===== config.mk =====
export PLATFORM = sky130hd
export DESIGN_NAME = bdd_alu
export DESIGN_NICKNAME = d
export VERILOG_FILES = /design/src/bdd_pkg.sv /design/src/bdd_divider.sv /design/src/bdd_alu.sv
export SDC_FILE = /design/constraint.sdc
export NUM_CORES = 1
export LEC_CHECK = 0
export ABC_AREA = 1
export CORE_ASPECT_RATIO = 0.5
export CORE_MARGIN = 4
export CORE_UTILIZATION = 59
export DETAILED_ROUTE_END_ITERATION = 8
export DONT_BUFFER_PORTS = 1
export GPL_TIMING_DRIVEN = 0
export HOLD_SLACK_MARGIN = 0.02
export PLACE_DENSITY = 0.85
export SYNTH_ARGS = -nofsm -noshare
export SYNTH_HDL_FRONTEND = slang
export SYNTH_SLANG_ARGS = --single-unit

===== constraint.sdc =====
create_clock -name sys_clk_in -period 3.4 [get_ports sys_clk_in]
set_input_delay 0.34 -clock sys_clk_in [delete_from_list [all_inputs] [get_ports sys_clk_in]]
set_output_delay 0.34 -clock sys_clk_in [all_outputs]
set_load 0.05 [all_outputs]

===== src/bdd_pkg.sv =====
// Purpose: shared constants for the bcd adjust / decrement / divide datapath
// Assumes: 100 MHz core clock, opcode bytes delivered by the decoder
// Notes: cycle figures are whole core clocks
package bdd_pkg;

  // ****************************************
  // opcodes and reg field values
  // ****************************************
  localparam logic [7:0] OPC_FIXUP_ADD = 8'h27;
  localparam logic [7:0] OPC_FIXUP_SUB = 8'h2f;
  localparam logic [7:0] OPC_GRP_BYTE = 8'hfe;
  localparam logic [7:0] OPC_GRP_WORD = 8'hff;
  localparam logic [7:0] OPC_DEC_REG_BASE = 8'h48;
  localparam logic [7:0] OPC_MULDIV_BYTE = 8'hf6;
  localparam logic [7:0] OPC_MULDIV_WORD = 8'hf7;
  localparam logic [2:0] REG_FIELD_DEC = 3'h1;
  localparam logic [2:0] REG_FIELD_DIV = 3'h6;

  // ****************************************
  // bcd fix-up constants
  // ****************************************
  localparam logic [7:0] LOW_NIBBLE_MASK = 8'h0f;
  localparam logic [7:0] LOW_NIBBLE_MAX = 8'h09;
  localparam logic [7:0] LOW_ADJUST = 8'h06;
  localparam logic [7:0] HIGH_LIMIT = 8'h9f;
  localparam logic [7:0] HIGH_ADJUST = 8'h60;

  // ****************************************
  // clock counts per operation
  // ****************************************
  localparam logic [5:0] CYC_FIXUP = 6'h04;
  localparam logic [5:0] CYC_DEC_REG = 6'h03;
  localparam logic [5:0] CYC_DEC_MEM = 6'h0f;
  localparam logic [5:0] CYC_DEC_MEM_W8 = 6'h13;
  localparam logic [5:0] CYC_DIVB_REG = 6'h1d;
  localparam logic [5:0] CYC_DIVB_MEM = 6'h23;
  localparam logic [5:0] CYC_DIVW_REG = 6'h26;
  localparam logic [5:0] CYC_DIVW_MEM = 6'h2c;
  localparam logic [5:0] CYC_DIVW_MEM_W8 = 6'h30;

  // ****************************************
  // flag vector bit positions (flags_in / flags_out)
  // ****************************************
  localparam int FLAG_CARRY = 0;
  localparam int FLAG_PARITY = 1;
  localparam int FLAG_AUX = 2;
  localparam int FLAG_ZERO = 3;
  localparam int FLAG_SIGN = 4;
  localparam int FLAG_OVF = 5;
  localparam int DIVIDE_ERROR_VECTOR = 0;
  localparam logic [5:0] FLAGS_RESET = 6'h00;

  typedef enum logic [2:0] {
    BDD_OP_NONE,
    BDD_OP_FIX_ADD,
    BDD_OP_FIX_SUB,
    BDD_OP_DEC,
    BDD_OP_DIV_BYTE,
    BDD_OP_DIV_WORD
  } bdd_op_type;

endpackage


===== src/bdd_divider.sv =====
// Purpose: restoring unsigned divider, 32 by 16 or 16 by 8
// Assumes: start is a one-cycle pulse while idle
// Notes: one quotient bit per clock; overflow is checked before iterating
`timescale 1ns/1ps
module bdd_divider (
  // clock and reset
  input wire logic sys_clk_in,
  input wire logic rst_in,
  // request
  input wire logic start_in,
  input wire logic word_in,
  input wire logic [31:0] dividend_in,
  input wire logic [15:0] divisor_in,
  // answer
  output logic done_out,
  output logic overflow_out,
  output logic [15:0] quotient_out,
  output logic [15:0] remainder_out
);

  logic busy_reg, busy_next;
  logic [4:0] count_reg, count_next;
  logic [16:0] rem_reg, rem_next;
  logic [31:0] dvd_reg, dvd_next;
  logic [15:0] dvs_reg, dvs_next;
  logic done_reg, done_next;
  logic ovf_reg, ovf_next;
  logic [15:0] quo_reg, quo_next;
  logic [15:0] rmd_reg, rmd_next;

  // next-state: overflow when high half of dividend is not below divisor
  always_comb begin
    logic [16:0] trial;
    trial = 17'h00000;
    busy_next = busy_reg;
    count_next = count_reg;
    rem_next = rem_reg;
    dvd_next = dvd_reg;
    dvs_next = dvs_reg;
    done_next = 1'b0;
    ovf_next = ovf_reg;
    quo_next = quo_reg;
    rmd_next = rmd_reg;
    if (start_in && !busy_reg) begin
      dvs_next = word_in ? divisor_in : {8'h00, divisor_in[7:0]};
      dvd_next = word_in ? dividend_in : {dividend_in[15:0], 16'h0000};
      rem_next = 17'h00000;
      count_next = word_in ? 5'h10 : 5'h08;
      // quotient too wide, which also catches a zero divisor
      if (word_in ? (dividend_in[31:16] >= divisor_in) : (dividend_in[15:8] >= divisor_in[7:0])) begin
        done_next = 1'b1;
        ovf_next = 1'b1;
      end else begin
        busy_next = 1'b1;
        ovf_next = 1'b0;
        // preload the high half as the running remainder
        rem_next = word_in ? {1'b0, dividend_in[31:16]} : {9'h000, dividend_in[15:8]};
        dvd_next = word_in ? {dividend_in[15:0], 16'h0000} : {dividend_in[7:0], 24'h000000};
        quo_next = 16'h0000;
      end
    end else if (busy_reg) begin
      trial = {rem_reg[15:0], dvd_reg[31]};
      dvd_next = {dvd_reg[30:0], 1'b0};
      if (trial >= {1'b0, dvs_reg}) begin
        rem_next = trial - {1'b0, dvs_reg};
        quo_next = {quo_reg[14:0], 1'b1};
      end else begin
        rem_next = trial;
        quo_next = {quo_reg[14:0], 1'b0};
      end
      count_next = count_reg - 5'h01;
      if (count_reg == 5'h01) begin
        busy_next = 1'b0;
        done_next = 1'b1;
        rmd_next = rem_next[15:0];
      end
    end
  end

  // registers only
  always_ff @(posedge sys_clk_in) begin
    if (rst_in) begin
      busy_reg <= 1'b0;
      count_reg <= 5'h00;
      rem_reg <= 17'h00000;
      dvd_reg <= 32'h00000000;
      dvs_reg <= 16'h0000;
      done_reg <= 1'b0;
      ovf_reg <= 1'b0;
      quo_reg <= 16'h0000;
      rmd_reg <= 16'h0000;
    end else begin
      busy_reg <= busy_next;
      count_reg <= count_next;
      rem_reg <= rem_next;
      dvd_reg <= dvd_next;
      dvs_reg <= dvs_next;
      done_reg <= done_next;
      ovf_reg <= ovf_next;
      quo_reg <= quo_next;
      rmd_reg <= rmd_next;
    end
  end

  assign done_out = done_reg;
  assign overflow_out = ovf_reg;
  assign quotient_out = quo_reg;
  assign remainder_out = rmd_reg;

endmodule


===== src/bdd_alu.sv =====
// Purpose: bcd fix-up, decrement and unsigned divide execution datapath
// Assumes: decoder presents opcode, reg field and operands with a start pulse
// Notes: write strobes land with done_out after the documented clocks; results and flags are registered earlier
`timescale 1ns/1ps

module bdd_alu (
  // clock and reset
  input wire logic sys_clk_in,
  input wire logic rst_in,
  // request from decoder
  input wire logic start_in,
  input wire logic [7:0] opcode_in,
  input wire logic [2:0] reg_field_in,
  input wire logic mem_operand_in,
  input wire logic narrow_bus_in,
  // operands
  input wire logic [15:0] accumulator_word_in,
  input wire logic [15:0] extension_word_in,
  input wire logic [15:0] operand_in,
  input wire logic [5:0] flags_in,
  // results
  output logic busy_out,
  output logic done_out,
  output logic illegal_out,
  output logic [15:0] accumulator_word_out,
  output logic [15:0] extension_word_out,
  output logic [15:0] operand_out,
  output logic acc_write_out,
  output logic ext_write_out,
  output logic operand_write_out,
  output logic [5:0] flags_out,
  output logic divide_error_out
);

  // ****************************************
  // helpers
  // ****************************************
  // even parity of the low byte, as the flag defines it
  function automatic logic parity8(input logic [7:0] v);
    parity8 = ~^v;
  endfunction

  // result flags common to fix-up and decrement
  function automatic logic [2:0] szp(input logic [15:0] v, input logic word);
    logic s;
    logic z;
    s = word ? v[15] : v[7];
    z = word ? (v == 16'h0000) : (v[7:0] == 8'h00);
    szp = {s, z, parity8(v[7:0])};
  endfunction

  // ****************************************
  // sequencer state
  // ****************************************
  typedef enum logic [1:0] {BDD_IDLE, BDD_WAIT, BDD_DIV} bdd_state_type;

  bdd_state_type state_reg, state_next;
  bdd_pkg::bdd_op_type op_reg, op_next;
  logic [5:0] cnt_reg, cnt_next;
  logic word_reg, word_next;
  logic [15:0] acc_reg, acc_next;
  logic [15:0] ext_reg, ext_next;
  logic [15:0] opr_reg, opr_next;
  logic [5:0] flg_reg, flg_next;
  logic done_reg, done_next;
  logic ill_reg, ill_next;
  logic accw_reg, accw_next;
  logic extw_reg, extw_next;
  logic oprw_reg, oprw_next;
  logic derr_reg, derr_next;
  logic div_start;
  logic div_done;
  logic div_ovf;
  logic [15:0] div_quo;
  logic [15:0] div_rem;
  logic [31:0] div_dividend;

  // ****************************************
  // decode and datapath
  // ****************************************
  always_comb begin
    logic [7:0] al;
    logic c;
    logic a;
    logic [15:0] dres;
    logic [2:0] f3;
    bdd_pkg::bdd_op_type dec_op;
    logic dec_word;
    logic [5:0] dec_cyc;
    al = 8'h00;
    c = 1'b0;
    a = 1'b0;
    dres = 16'h0000;
    f3 = 3'h0;
    dec_op = bdd_pkg::BDD_OP_NONE;
    dec_word = 1'b0;
    dec_cyc = bdd_pkg::CYC_FIXUP;
    state_next = state_reg;
    op_next = op_reg;
    cnt_next = cnt_reg;
    word_next = word_reg;
    acc_next = acc_reg;
    ext_next = ext_reg;
    opr_next = opr_reg;
    flg_next = flg_reg;
    done_next = 1'b0;
    ill_next = 1'b0;
    accw_next = 1'b0;
    extw_next = 1'b0;
    oprw_next = 1'b0;
    derr_next = 1'b0;
    div_start = 1'b0;
    if (opcode_in == bdd_pkg::OPC_FIXUP_ADD) begin
      dec_op = bdd_pkg::BDD_OP_FIX_ADD;
    end else if (opcode_in == bdd_pkg::OPC_FIXUP_SUB) begin
      dec_op = bdd_pkg::BDD_OP_FIX_SUB;
    end else if ((opcode_in & 8'hf8) == bdd_pkg::OPC_DEC_REG_BASE) begin
      dec_op = bdd_pkg::BDD_OP_DEC;
      dec_word = 1'b1;
      dec_cyc = bdd_pkg::CYC_DEC_REG;
    end else if ((opcode_in == bdd_pkg::OPC_GRP_BYTE || opcode_in == bdd_pkg::OPC_GRP_WORD)
                 && reg_field_in == bdd_pkg::REG_FIELD_DEC) begin
      dec_op = bdd_pkg::BDD_OP_DEC;
      dec_word = opcode_in[0];
      dec_cyc = !mem_operand_in ? bdd_pkg::CYC_DEC_REG :
                (dec_word && narrow_bus_in) ? bdd_pkg::CYC_DEC_MEM_W8 : bdd_pkg::CYC_DEC_MEM;
    end else if (opcode_in == bdd_pkg::OPC_MULDIV_BYTE && reg_field_in == bdd_pkg::REG_FIELD_DIV) begin
      dec_op = bdd_pkg::BDD_OP_DIV_BYTE;
      dec_cyc = mem_operand_in ? bdd_pkg::CYC_DIVB_MEM : bdd_pkg::CYC_DIVB_REG;
    end else if (opcode_in == bdd_pkg::OPC_MULDIV_WORD && reg_field_in == bdd_pkg::REG_FIELD_DIV) begin
      dec_op = bdd_pkg::BDD_OP_DIV_WORD;
      dec_word = 1'b1;
      dec_cyc = !mem_operand_in ? bdd_pkg::CYC_DIVW_REG :
                narrow_bus_in ? bdd_pkg::CYC_DIVW_MEM_W8 : bdd_pkg::CYC_DIVW_MEM;
    end
    unique case (state_reg)
      BDD_IDLE: begin
        if (start_in) begin
          if (dec_op == bdd_pkg::BDD_OP_NONE) begin
            ill_next = 1'b1; // not ours: answered at once, nothing written
            done_next = 1'b1;
          end else begin
            op_next = dec_op;
            word_next = dec_word;
            cnt_next = dec_cyc - 6'h01;
            acc_next = accumulator_word_in;
            ext_next = extension_word_in;
            opr_next = operand_in;
            flg_next = flags_in;
            state_next = BDD_WAIT;
            if (dec_op == bdd_pkg::BDD_OP_FIX_ADD || dec_op == bdd_pkg::BDD_OP_FIX_SUB) begin
              al = accumulator_word_in[7:0];
              a = flags_in[bdd_pkg::FLAG_AUX];
              c = flags_in[bdd_pkg::FLAG_CARRY];
              if (((al & bdd_pkg::LOW_NIBBLE_MASK) > bdd_pkg::LOW_NIBBLE_MAX) || a) begin
                al = (dec_op == bdd_pkg::BDD_OP_FIX_ADD) ? al + bdd_pkg::LOW_ADJUST : al - bdd_pkg::LOW_ADJUST;
                a = 1'b1;
              end else begin
                a = 1'b0;
              end
              if ((al > bdd_pkg::HIGH_LIMIT) || c) begin
                al = (dec_op == bdd_pkg::BDD_OP_FIX_ADD) ? al + bdd_pkg::HIGH_ADJUST : al - bdd_pkg::HIGH_ADJUST;
                c = 1'b1;
              end else begin
                c = 1'b0;
              end
              // fix-up flags, overflow left as it was
              f3 = szp({8'h00, al}, 1'b0);
              acc_next = {accumulator_word_in[15:8], al};
              flg_next[bdd_pkg::FLAG_AUX] = a;
              flg_next[bdd_pkg::FLAG_CARRY] = c;
              flg_next[bdd_pkg::FLAG_SIGN] = f3[2];
              flg_next[bdd_pkg::FLAG_ZERO] = f3[1];
              flg_next[bdd_pkg::FLAG_PARITY] = f3[0];
            end else if (dec_op == bdd_pkg::BDD_OP_DEC) begin
              dres = dec_word ? operand_in - 16'h0001 : {operand_in[15:8], operand_in[7:0] - 8'h01};
              opr_next = dres;
              f3 = szp(dres, dec_word);
              flg_next[bdd_pkg::FLAG_SIGN] = f3[2];
              flg_next[bdd_pkg::FLAG_ZERO] = f3[1];
              flg_next[bdd_pkg::FLAG_PARITY] = f3[0];
              flg_next[bdd_pkg::FLAG_AUX] = dec_word ? (operand_in[3:0] == 4'h0) : (operand_in[3:0] == 4'h0);
              flg_next[bdd_pkg::FLAG_OVF] = dec_word ? (operand_in == 16'h8000) : (operand_in[7:0] == 8'h80);
            end else begin
              div_start = 1'b1;
              state_next = BDD_DIV;
            end
          end
        end
      end
      BDD_DIV: begin
        // divider finishes well inside the clock budget; count runs regardless
        cnt_next = cnt_reg - 6'h01;
        if (div_done) begin
          // overflow: interrupt 0, no register writes
          derr_next = div_ovf;
          if (op_reg == bdd_pkg::BDD_OP_DIV_BYTE) begin
            acc_next = {div_rem[7:0], div_quo[7:0]};
          end else begin
            acc_next = div_quo;
            ext_next = div_rem;
          end
          state_next = BDD_WAIT;
          if (div_ovf) begin
            acc_next = acc_reg;
            ext_next = ext_reg;
          end
        end
      end
      BDD_WAIT: begin
        cnt_next = cnt_reg - 6'h01;
        derr_next = derr_reg;
        if (cnt_reg <= 6'h01) begin
          state_next = BDD_IDLE;
          done_next = 1'b1;
          accw_next = (op_reg != bdd_pkg::BDD_OP_DEC) && !derr_reg;
          extw_next = (op_reg == bdd_pkg::BDD_OP_DIV_WORD) && !derr_reg;
          oprw_next = (op_reg == bdd_pkg::BDD_OP_DEC);
          derr_next = derr_reg;
        end
      end
    endcase
  end

  // error pulse is held internally until done
  always_ff @(posedge sys_clk_in) begin
    if (rst_in) begin
      state_reg <= BDD_IDLE;
      op_reg <= bdd_pkg::BDD_OP_NONE;
      cnt_reg <= 6'h00;
      word_reg <= 1'b0;
      acc_reg <= 16'h0000;
      ext_reg <= 16'h0000;
      opr_reg <= 16'h0000;
      flg_reg <= bdd_pkg::FLAGS_RESET;
      done_reg <= 1'b0;
      ill_reg <= 1'b0;
      accw_reg <= 1'b0;
      extw_reg <= 1'b0;
      oprw_reg <= 1'b0;
      derr_reg <= 1'b0;
    end else begin
      state_reg <= state_next;
      op_reg <= op_next;
      cnt_reg <= cnt_next;
      word_reg <= word_next;
      acc_reg <= acc_next;
      ext_reg <= ext_next;
      opr_reg <= opr_next;
      flg_reg <= flg_next;
      done_reg <= done_next;
      ill_reg <= ill_next;
      accw_reg <= accw_next;
      extw_reg <= extw_next;
      oprw_reg <= oprw_next;
      derr_reg <= (state_next == BDD_IDLE) ? 1'b0 : derr_next;
    end
  end

  // ****************************************
  // divider
  // ****************************************
  assign div_dividend = {extension_word_in, accumulator_word_in};

  bdd_divider u_div (
    .sys_clk_in(sys_clk_in),
    .rst_in(rst_in),
    .start_in(div_start),
    .word_in(op_next == bdd_pkg::BDD_OP_DIV_WORD),
    .dividend_in(div_dividend),
    .divisor_in(operand_in),
    .done_out(div_done),
    .overflow_out(div_ovf),
    .quotient_out(div_quo),
    .remainder_out(div_rem)
  );

  // divide error pulse travels with done
  logic derr_out_reg;
  always_ff @(posedge sys_clk_in) begin
    if (rst_in) begin
      derr_out_reg <= 1'b0;
    end else begin
      derr_out_reg <= done_next && derr_reg && (state_reg == BDD_WAIT);
    end
  end

  assign busy_out = (state_reg != BDD_IDLE);
  assign done_out = done_reg;
  assign illegal_out = ill_reg;
  assign accumulator_word_out = acc_reg;
  assign extension_word_out = ext_reg;
  assign operand_out = opr_reg;
  assign acc_write_out = accw_reg;
  assign ext_write_out = extw_reg;
  assign operand_write_out = oprw_reg;
  assign flags_out = flg_reg;
  assign divide_error_out = derr_out_reg;

endmodule


==> metrics <==
WS Path Type in2reg; core area 0.01857 sq mm; vias in the first global route 10915; Post-Synthesis Cells 1715; most frequent cell after synthesis nand2_1; Peak VDD IR 0.0003119 V; LEAKAGE 5.400 nW; setup TNS 0 ns; initial core utilization 0.6065; Die Ht 105.7 um; top cells by count, synth 357 x nand2_1, 250 x o21ai_0, 211 x a21oi_1; Reg area 0.003523 sq mm; # port buffers 0; Worst Skew 0.02057 ns; top cell type's share of synthesized area 0.3129; cell mode on critical path nand2_1; Num CTS Buffers 17; fill count 1760; Worst EP required 3.77 ns; Synth Cell Area 0.01126 sq mm; CP peak stage delay 0.43 ns; Cell Count, Final, Fillers Out 2007; Yosys cell types 49; I/O pins 131; Root Buffer clkbuf_16; Post-Syn Area per Cell 6.566 sq um; H-tree depth 4; DR pass1 iterations 6; slew margin rel. 0.4163; r2r setup slk 0.33 ns; first-pass GRT wire length 60540 um; pin count of the biggest net entering global routing 19; Synth Register Bits 176; RSZ-0062 raised after global routing no; CP cell instances inv_1 -> nand2_1 -> nor2_4 -> nand2_4 -> ha_1 -> nand2_1 -> nand2_1 -> inv_1 -> nand2_1 -> nand2_1 -> nand2_1 -> nand2_1 -> nand2_1 -> fa_1 -> xnor2_1 -> nand3b_1 -> nand2_1 -> inv_1 -> ha_1 -> xnor2_1 -> xnor2_1 -> nand2_1 -> a31oi_1; Syn-to-layout area delta 8.211%; Max-Cap Viols 0; mean number of vias per cell 6.011; gpl congestion 0.9954; CP Max Fanout 9; initial antenna violation count 1; Worst-path clk slew 0.07 ns; hold_ws 0.04188 ns; clk sinks 176; Reg-to-Reg End u_div.dvs_reg[10]; Syn. warnings 0; number of synthesized flops with an enable pin 0; Final Slew Violations 0; share of layout cells above drive strength 1 0.04408; cell taking the most area after synthesis dfxtp_1; Tmin final 3.116 ns; hold_sp operand_in[14]; grt total ovfl 0; syn nets 1854; DRC 0; setup bufs post-CTS 0; Hold Vio Cnt, Final 0; TritonCTS clock tree yes; final setup margin 0.2839 ns; Main synth FF type dfxtp_1; Tcrit/Tclk final 0.9165; worst hold stages 2; Initial DRC Count 1621; Rows 35; Die ar. 0.02149 sq mm; pre-CTS setup slack -0.1852 ns; Final Util 0.6563; Seq/Total Area, Yosys 0.3129; Post-Route WL 39910 um; Post-DP HPWL 30830 um; max reg flops 32; status finished, final reports clean; Die Width 203.4 um; Worst setup EP type flip-flop; dpl cells 1974; worst slew pin tran 0.8756 ns; CP arrival 3.48 ns; multi-input logic area 0.006648 sq mm; final setup fails 0; Final nets 1873; min-delay worst type in2reg; met1 usage 0.5021; Routed Antenna Nets 0; Worst R2R Start state_reg[1]; wire length per cell 19.88 um; Clock Path Buffers 2; total track usage 0.3607; met2 usage 0.5258; asr flop ratio synth 0; via count 12064; GRT Max-Usage Layer met2; Min-Delay Endpoint u_div.dvs_reg[14]; P per Cell Area 437.8 mW/mm^2; R2R depth 10; Clk Latency, worst-skew pair 0.45 ns; Peak Freq 0.3209 GHz; ranking of synthesized cells by area dfxtp_1 31%, nand2_1 12%, o21ai_0 11%; Slowest-stage cell, CP fa_1; Worst Setup Start Kind input port; GR Util met3 0.1193
report_power, final:
part | internal (mW) | switching (mW) | leakage [nW] | total [mW]
registers | 2.16 | 0.381 | 1.42 | 2.54
logic | 0.246 | 0.522 | 3.69 | 0.768
clock network | 1.05 | 0.973 | 0.286 | 2.02
total | 3.46 | 1.88 | 5.40 | 5.34
cells by family (layout without fill, tap and decap cells):
family                   count (synthesis)  in the layout  share of synthesized area
XOR/XNOR                                32             32                    0.02489
adder cells (fa/ha/maj)                 69             69                    0.07867
buffers and inverters                  282            314                    0.09744
AO/OA/AOI/OAI                          511            511                     0.2390
other                                    0              1                          0
AND/OR/NAND/NOR                        645            645                     0.2471
flip-flops                             176            176                     0.3129
layout make-up:
type	count	share of cell area
buffer	86	0.02957
clock inverter	15	0.01355
antenna	1	0.0002054
tap	259	0.02659
sequential	176	0.2891
clock buffer	17	0.03491
inverter	196	0.06048
multi-input combinational	1257	0.5455
placed cells by master (no fill, tap or decap), types with 3 or more instances in the layout:
| cell | instances |
|---|---|
| ha_1 | 66 |
| a21oi_1 | 211 |
| nand2_4 | 3 |
| clkbuf_1 | 70 |
| a31oi_1 | 9 |
| xnor2_1 | 10 |
| nand2_1 | 356 |
| nor2_4 | 4 |
| inv_1 | 191 |
| inv_8 | 6 |
| xor2_1 | 22 |
| dfxtp_1 | 176 |
| inv_6 | 3 |
| o21a_1 | 10 |
| o22ai_1 | 3 |
| buf_1 | 3 |
| nand4_1 | 25 |
| clkinv_1 | 3 |
| clkinv_4 | 3 |
| clkbuf_16 | 17 |
| buf_2 | 9 |
| nand2_2 | 7 |
| a211oi_1 | 3 |
| nor3_1 | 15 |
| nand3b_1 | 8 |
| o21ai_0 | 250 |
| nor2_1 | 133 |
| or2_2 | 4 |
| buf_6 | 3 |
| nand3_1 | 78 |
| o211ai_1 | 11 |
| nand3_2 | 3 |
| fa_1 | 3 |
worst max path at each step:
stage                     startpoint                to  slack (ns)  cells past startpoint
floorplan               opcode_in[6]      flags_out[1]        0.15                     23
global placement        opcode_in[6]      flags_out[1]       -0.10                     22
detailed placement      opcode_in[6]      flags_out[1]       -0.19                     23
CTS                 u_div.dvs_reg[2]  u_div.rem_reg[9]        0.23                     15
global route            opcode_in[7]      flags_out[1]        0.03                     23
finish                  opcode_in[3]      flags_out[1]        0.28                     23
per-layer routing:
layer	vias up	wire [um]	share of wire
met5	-	13	0.00033
met4	2	1242	0.031
met3	102	5724	0.14
met2	734	16010	0.40
met1	5496	16910	0.42
li1	5730	-	-
worst max-delay path: cells and delay by family:
family | cells | cell delay, ns
AO/OA/AOI/OAI | 1 | 0.19
XOR/XNOR | 3 | 0.56
adder cells (fa/ha/maj) | 3 | 1.09
buffers and inverters | 3 | 0.15
AND/OR/NAND/NOR | 13 | 1.17
per-stage QoR:
| stage | total power [mW] | cell area, sq um |
|---|---|---|
| 2_1_floorplan | 3.099 | 11260 |
| 6_report | 5.335 | 12190 |
| 5_1_grt | 5.511 | 12180 |
| 3_3_place_gp | 3.303 | 11580 |
| 4_1_cts | 5.293 | 12180 |
| 3_5_place_dp | 3.318 | 11580 |
what timing repair did:
action	in CTS	in global routing
endpoints found under the setup margin	0	19
hold buffers	0	0
resized for setup	0	3
No activity file was read; power rests on OpenSTA's default activity.
